<file path="src/core/ibh_params.svh">
// Timing and reset constants for the expansion bus host port
`ifndef IBH_PARAMS_SVH
`define IBH_PARAMS_SVH

// ----------------------------------------------------------------
// Clock
// ----------------------------------------------------------------
`define IBH_CLK_MHZ        20

// ----------------------------------------------------------------
// Cycle phase times in ns, and derived least counts (round up)
// ----------------------------------------------------------------
`define IBH_SETUP_NS       50
`define IBH_STROBE_NS      250
`define IBH_HOLD_NS        50
`define IBH_SETUP_CYC      ((`IBH_SETUP_NS * `IBH_CLK_MHZ + 999) / 1000)
`define IBH_STROBE_CYC     ((`IBH_STROBE_NS * `IBH_CLK_MHZ + 999) / 1000)
`define IBH_HOLD_CYC       ((`IBH_HOLD_NS * `IBH_CLK_MHZ + 999) / 1000)

// ----------------------------------------------------------------
// Reset values
// ----------------------------------------------------------------
`define IBH_RST_ADDR       20'h00000
`define IBH_RST_DATA       8'h00

`endif

</file>
<file path="src/core/ibh_pkg.sv">
// Types shared by the expansion bus host port modules
package ibh_pkg;

   // ----------------------------------------------------------------
   // Bus cycle phases, Gray coded along idle-setup-strobe-hold
   // ----------------------------------------------------------------
   typedef enum logic [1:0]
   {
      IBH_IDLE   = 2'h0,
      IBH_SETUP  = 2'h1,
      IBH_STROBE = 2'h3,
      IBH_HOLD   = 2'h2
   } ibh_state_t;

   // ----------------------------------------------------------------
   // Command kinds
   // ----------------------------------------------------------------
   typedef enum logic [1:0]
   {
      IBH_IO_RD  = 2'h0,
      IBH_IO_WR  = 2'h1,
      IBH_MEM_RD = 2'h2,
      IBH_MEM_WR = 2'h3
   } ibh_op_t;

endpackage

</file>
<file path="src/core/ibh_arb_if.sv">
// Channel request path between the DMA arbiter and the bus sequencer
interface ibh_arb_if;
   logic       req;
   logic [1:0] chan;
   logic       done;

   modport arb
   (
      output req,
      output chan,
      input  done
   );

   modport port
   (
      input  req,
      input  chan,
      output done
   );
endinterface

</file>
<file path="src/core/ibh_port.sv">
// Expansion bus host port: bus cycle sequencer with DMA acknowledge
`include "ibh_params.svh"

module ibh_port
   import ibh_pkg::*;
(
   input  wire logic        sys_clk,
   input  wire logic        sys_rst,
   // Processor command side
   input  wire logic        cmd_valid,
   output logic             cmd_ready,
   input  wire logic [1:0]  cmd_op,
   input  wire logic [19:0] cmd_addr,
   input  wire logic [7:0]  cmd_wdata,
   // DMA engine side
   input  wire logic [19:0] dma_addr,
   input  wire logic        dma_to_mem,
   input  wire logic        dma_last,
   input  wire logic [7:0]  dma_wdata,
   // Completion
   output logic             xfer_done,
   output logic             xfer_abort,
   output logic             xfer_dma,
   output logic [1:0]       xfer_chan,
   output logic [7:0]       rd_data,
   // Bus pins
   output logic [19:0]      sa,
   output logic             sa_oe_n,
   input  wire logic [7:0]  sd_in,
   output logic [7:0]       sd_out,
   output logic             sd_oe_n,
   output logic             aen,
   output logic             io_wr_n,
   output logic             io_rd_n,
   output logic             mem_rd_n,
   output logic             mem_wr_n,
   output logic             tc,
   output logic             ctl_oe_n,
   input  wire logic        ready,
   input  wire logic        bus_master_n,
   input  wire logic [3:0]  drq,
   output logic [3:0]       dma_ack_n
);

   localparam logic [3:0] SETUP_LAST  = 4'(`IBH_SETUP_CYC - 1);
   localparam logic [3:0] STROBE_LAST = 4'(`IBH_STROBE_CYC - 1);
   localparam logic [3:0] HOLD_LAST   = 4'(`IBH_HOLD_CYC - 1);

   typedef struct packed
   {
      ibh_state_t  st;
      logic [3:0]  cnt;
      ibh_op_t     op;
      logic        is_dma;
      logic        last;
      logic [1:0]  chan;
      logic [19:0] addr;
      logic [7:0]  wdata;
      logic [7:0]  rdata;
      logic        done;
      logic        abort;
   } ibh_port_state_t;

   ibh_port_state_t s;
   ibh_port_state_t next_s;

   ibh_arb_if arb_bus ();

   logic strobe_on;
   logic busy;
   logic is_write;

   // ----------------------------------------------------------------
   // Channel arbiter
   // ----------------------------------------------------------------
   ibh_dma_arb u_arb
   (
      .sys_clk (sys_clk),
      .sys_rst (sys_rst),
      .drq     (drq),
      .arb     (arb_bus.arb)
   );

   // ----------------------------------------------------------------
   // Cycle sequencer
   // ----------------------------------------------------------------
   // DMA wins over the processor so a held request is never starved
   assign cmd_ready = (s.st == IBH_IDLE) && bus_master_n && !arb_bus.req;

   always_comb
   begin
      next_s       = s;
      next_s.done  = 1'b0;
      next_s.abort = 1'b0;
      unique case (s.st)
         IBH_IDLE:
         begin
            if (bus_master_n && arb_bus.req)
            begin
               next_s.is_dma = 1'b1;
               next_s.chan   = arb_bus.chan;
               next_s.addr   = dma_addr;
               next_s.op     = dma_to_mem ? IBH_MEM_WR : IBH_MEM_RD;
               next_s.wdata  = dma_wdata;
               next_s.last   = dma_last;
               next_s.st     = IBH_SETUP;
               next_s.cnt    = SETUP_LAST;
            end
            else if (cmd_valid && cmd_ready)
            begin
               next_s.is_dma = 1'b0;
               next_s.addr   = cmd_addr;
               next_s.op     = ibh_op_t'(cmd_op);
               next_s.wdata  = cmd_wdata;
               next_s.last   = 1'b0;
               next_s.st     = IBH_SETUP;
               next_s.cnt    = SETUP_LAST;
            end
         end
         IBH_SETUP:
         begin
            if (s.cnt == 4'h0)
            begin
               next_s.st  = IBH_STROBE;
               next_s.cnt = STROBE_LAST;
            end
            else
            begin
               next_s.cnt = s.cnt - 4'h1;
            end
         end
         IBH_STROBE:
         begin
            if (s.cnt != 4'h0)
            begin
               next_s.cnt = s.cnt - 4'h1;
            end
            else if (ready)
            begin
               // Read data is taken on the last strobe cycle, before release
               if (!is_write)
               begin
                  next_s.rdata = sd_in;
               end
               next_s.st  = IBH_HOLD;
               next_s.cnt = HOLD_LAST;
            end
         end
         IBH_HOLD:
         begin
            if (s.cnt == 4'h0)
            begin
               next_s.st   = IBH_IDLE;
               next_s.done = 1'b1;
            end
            else
            begin
               next_s.cnt = s.cnt - 4'h1;
            end
         end
      endcase
      // Unfinished cycles are dropped; software must hand off to the master
      if (!bus_master_n && s.st != IBH_IDLE)
      begin
         next_s.st    = IBH_IDLE;
         next_s.abort = 1'b1;
      end
   end

   always_ff @(posedge sys_clk or posedge sys_rst)
   begin
      if (sys_rst)
      begin
         s       <= '0;
         s.st    <= IBH_IDLE;
         s.addr  <= `IBH_RST_ADDR;
         s.wdata <= `IBH_RST_DATA;
         s.rdata <= `IBH_RST_DATA;
      end
      else
      begin
         s <= next_s;
      end
   end

   // Arbiter unlocks on the edge the sequencer goes idle, so no stale restart
   assign arb_bus.done = s.is_dma && (s.st != IBH_IDLE) && (next_s.st == IBH_IDLE);

   // ----------------------------------------------------------------
   // Pin decode
   // ----------------------------------------------------------------
   assign busy      = (s.st != IBH_IDLE);
   assign strobe_on = (s.st == IBH_STROBE);
   assign is_write  = (s.op == IBH_IO_WR) || (s.op == IBH_MEM_WR);

   assign sa       = s.addr;
   assign sd_out   = s.wdata;
   assign sd_oe_n  = !(bus_master_n && busy && is_write);
   assign aen      = s.is_dma && busy;
   assign io_wr_n  = !(strobe_on && s.op == IBH_IO_WR);
   assign io_rd_n  = !(strobe_on && s.op == IBH_IO_RD);
   assign mem_rd_n = !(strobe_on && s.op == IBH_MEM_RD);
   assign mem_wr_n = !(strobe_on && s.op == IBH_MEM_WR);
   assign tc       = s.is_dma && busy && s.last;
   // Acknowledges stay driven under an external master for handshaking
   assign sa_oe_n  = !bus_master_n;
   assign ctl_oe_n = !bus_master_n;

   genvar ch;
   generate
      for (ch = 0; ch < 4; ch++)
      begin : g_ack
         assign dma_ack_n[ch] = !(s.is_dma && busy && s.chan == 2'(ch));
      end
   endgenerate

   assign xfer_done  = s.done;
   assign xfer_abort = s.abort;
   assign xfer_dma   = s.is_dma;
   assign xfer_chan  = s.chan;
   assign rd_data    = s.rdata;
endmodule

</file>
<file path="src/core/ibh_dma_arb.sv">
// Four-channel DMA request arbiter, locks one channel per cycle
module ibh_dma_arb
   import ibh_pkg::*;
(
   input  wire logic       sys_clk,
   input  wire logic       sys_rst,
   input  wire logic [3:0] drq,
   ibh_arb_if.arb          arb
);

   typedef struct packed
   {
      logic       locked;
      logic [1:0] chan;
   } ibh_arb_state_t;

   ibh_arb_state_t s;
   ibh_arb_state_t next_s;

   // ----------------------------------------------------------------
   // Channel pick, lowest index wins
   // ----------------------------------------------------------------
   always_comb
   begin
      next_s = s;
      if (s.locked && arb.done)
      begin
         next_s.locked = 1'b0;
      end
      else if (!s.locked && (|drq))
      begin
         // Requester holds its line until acknowledged, so a pick stays valid
         next_s.locked = 1'b1;
         for (int i = 3; i >= 0; i--)
         begin
            if (drq[i])
            begin
               next_s.chan = 2'(i);
            end
         end
      end
   end

   always_ff @(posedge sys_clk or posedge sys_rst)
   begin
      if (sys_rst)
      begin
         s <= '0;
      end
      else
      begin
         s <= next_s;
      end
   end

   assign arb.req  = s.locked;
   assign arb.chan = s.chan;
endmodule

</file>
<file path="config.mk">
export PLATFORM = sky130hd
export DESIGN_NAME = ibh_port
export DESIGN_NICKNAME = d
export VERILOG_FILES = /design/src/core/ibh_pkg.sv /design/src/core/ibh_arb_if.sv /design/src/core/ibh_port.sv /design/src/core/ibh_dma_arb.sv
export VERILOG_INCLUDE_DIRS = /design/src /design/src/core
export SDC_FILE = /design/constraint.sdc
export NUM_CORES = 1
export LEC_CHECK = 0
export BUFFER_PORTS_ARGS = -buffer_cell sky130_fd_sc_hd__buf_4
export CAP_MARGIN = 10
export CORE_UTILIZATION = 30
export DETAILED_ROUTE_END_ITERATION = 10
export PLACE_DENSITY_LB_ADDON = 0.08
export RECOVER_POWER = 25
export SYNTH_ARGS = -nofsm -noshare
export SYNTH_HDL_FRONTEND = slang
export SYNTH_SLANG_ARGS = --single-unit
export TNS_END_PERCENT = 1
</file>
<file path="constraint.sdc">
create_clock -name sys_clk -period 2.04 [get_ports sys_clk]
set_input_delay 0.204 -clock sys_clk [delete_from_list [all_inputs] [get_ports sys_clk]]
set_output_delay 0.204 -clock sys_clk [all_outputs]
set_load 0.01 [all_outputs]
</file>
==> flow_summary.json <==
{
  "status": "finished clean",
  "avgSynthCellArea_um2": 9.99,
  "final_area_um2": 3780,
  "ys.flop_type": "dfrtp_1",
  "clock_sinks": 53,
  "die_y_um": 99.4,
  "antennaDiodeCount": 0,
  "drv_cap": 0,
  "first_iter_violations": 66,
  "dieArea_um2": 9880,
  "dp_worst_setup_slack_ns": 0.0860,
  "clkTransAtPathRegs_ns": 0.10,
  "fin_setup_tns_ns": 0,
  "worstPathMaxFanout": 11,
  "area_delta_synth_final_pct": 32.7,
  "reg2reg_depth": 6,
  "cp.required_ns": 1.84,
  "cts_buffer_depth": 2,
  "firstDrtPassIters": 4,
  "drive_above_1_share": 0.412,
  "fill_cells": 954,
  "yosysTopAreaCellShare": 0.466,
  "ant_nets": 0,
  "totalWireLength_mm": 7.07,
  "grt_pass1_vias": 2299,
  "maxSlewViolCount": 0,
  "cts_setup_buffers": 0,
  "crit_type": "reg2out",
  "numCtsBuffers": 5,
  "tightest_slew_ns": 1.10,
  "cts_tree": "yes",
  "fin_crit_sh": 0.959,
  "antenna_found_initial": 0,
  "peakVddDrop_mv": 0.324,
  "synthesis.area_um2": 2850,
  "fin_crit_ns": 1.96,
  "setup_ws_ns": 0.0841,
  "grt-ovfl-total": 0,
  "hold_viol": 0,
  "boundaryPins": 132,
  "portBuffers": 131,
  "vias_per_cell": 4.80,
  "p_leak_nw": 1.85,
  "cp-start-kind": "register",
  "synthArstFlopShare": 1.00,
  "synthTopCellsByArea": "dfrtp_1 47%, o21ai_0 11%, buf_4 10%",
  "gp_routability_congestion": 0.784,
  "clock.fmax_ghz": 0.511,
  "synth_nets": 363,
  "synth-seq-area-share": 0.466,
  "fin_cells": 490,
  "dpl_cell_area_um2": 3720,
  "worst_ep_arrival_time_ns": 1.75,
  "worstSkewPairLatency_ns": 0.30,
  "ys_top_cells_by_count": "60 x o21ai_0, 53 x dfrtp_1, 39 x buf_4",
  "end_kind": "output pin",
  "dpl.hpwl_mm": 5.17,
  "grt_pass1_wl_mm": 11.6,
  "synth_edf_count": 0,
  "htreeDepth": 2,
  "final_core_util": 0.411,
  "num_rows": 35,
  "placedCellCount": 481,
  "die_x_um": 99.4,
  "synthCells": 285,
  "hold_path_class": "in2reg",
  "initial_utilization": 0.310,
  "pwr_density_cell_nw_per_um2": 1200,
  "post-synth-top-count-cell": "o21ai_0",
  "vias": 2353,
  "wire_per_inst_um": 14.4,
  "relSlewSlack": 0.267,
  "yosysWarnings": 0,
  "whs_ns": 0.117,
  "yosys_register_bits": 53,
  "hold_depth": 2,
  "synth.distinct_cells": 43,
  "grt_max_degree": 30,
  "coreArea_um2": 9200,
  "rsz0062_at_grt": "no",
  "skew_ns": 0.00488,
  "setup_viol": 0,
  "drc": 0,
  "nets": 456,
  "cts-root-buf": "clkbuf_8",
  "track_usage": 0.147,
  "power_mw": 4.51,
  "post-synth-top-area-cell": "dfrtp_1"
}
==> report_power, final <==
part	internal, mW	switching, mW	total [mW]
sequential	1.52	0.301	1.82
clock	0.245	0.361	0.605
combinational	1.07	1.02	2.09
==> logic make-up (layout without fill, tap and decap cells) <==
logic type | count (synthesis) | in the layout | share of synthesized area
buf+inv | 65 | 159 | 0.139
fa+ha+maj | 1 | 1 | 0.00439
simple gates | 51 | 51 | 0.102
mux | 39 | 39 | 0.142
xor+xnor | 1 | 1 | 0.00308
flops | 53 | 53 | 0.466
compound gates | 75 | 75 | 0.144
==> critical path: stages (launching register included) <==
cell	delay [ns]
dfrtp_1	0.36
or2_2	0.24
and2_2	0.25
or3b_2	0.45
buf_4	0.15
==> state kept, by name, summed over array words and instances (netlist names) <==
signal and cells:
sa 20, s 9, rd_data 8, sd_out 8, u_arb.arb.chan 2, xfer_chan 2
u_arb.arb.req 1, xfer_abort 1, xfer_dma 1, xfer_done 1
==> placed cells by master (no fill, tap or decap), types with 2 or more instances in the layout <==
master | Yosys | routed
a21oi_1 | 4 | 4
buf_12 | 0 | 2
buf_4 | 39 | 126
clkbuf_1 | 13 | 12
clkbuf_8 | 0 | 5
dfrtp_1 | 53 | 53
inv_1 | 8 | 8
mux2_2 | 10 | 10
mux2i_1 | 29 | 29
nand2_1 | 11 | 10
nand3_1 | 6 | 6
nand3b_1 | 2 | 2
nand4_1 | 2 | 2
nor2_1 | 13 | 13
o21ai_0 | 60 | 60
or2_2 | 2 | 2
==> layout make-up <==
class                           instances  area, um2  share of cell area
Inverter                                8       30.0             0.00795
Clock buffer                            5       68.8              0.0182
Timing Repair Buffer                  143       1060               0.281
Sequential cell                        53       1330               0.351
Tap cell                              111        139              0.0368
Clock inverter                          3       21.3             0.00563
Multi-Input combinational cell        167       1130               0.300
==> routing by layer <==
layer | vias up | GRT usage | wire [um]
li1 | 1145 | - | -
met4 | 0 | 0.0339 | 51
met1 | 1131 | 0.207 | 3340
met2 | 72 | 0.231 | 3300
met5 | - | 0 | 0
met3 | 5 | 0.0302 | 378
==> path summary, 6_finish.rpt <==
check	end	from	slack, ns
hold / removal	s[40]	dma_last	0.12
max in group asynchronous	sd_out[4]	sys_rst	0.61
min in group asynchronous	sa[0]	sys_rst	0.73
hold reg to reg	u_arb.arb.chan[0]	u_arb.arb.chan[0]	0.50
setup / recovery	dma_ack_n[0]	s[48]	0.08
setup reg to reg	rd_data[7]	s[44]	0.13
==> repair_timing <==
| action | 4_1_cts | 5_1_grt |
|---|---|---|
| endpoints found under the hold margin | 17 | 0 |
| gates resized for setup | 0 | 2 |
| hold buffers | 1 | 0 |
| setup endpoints to repair | 0 | 9 |
(Power assumes the default switching activity.)
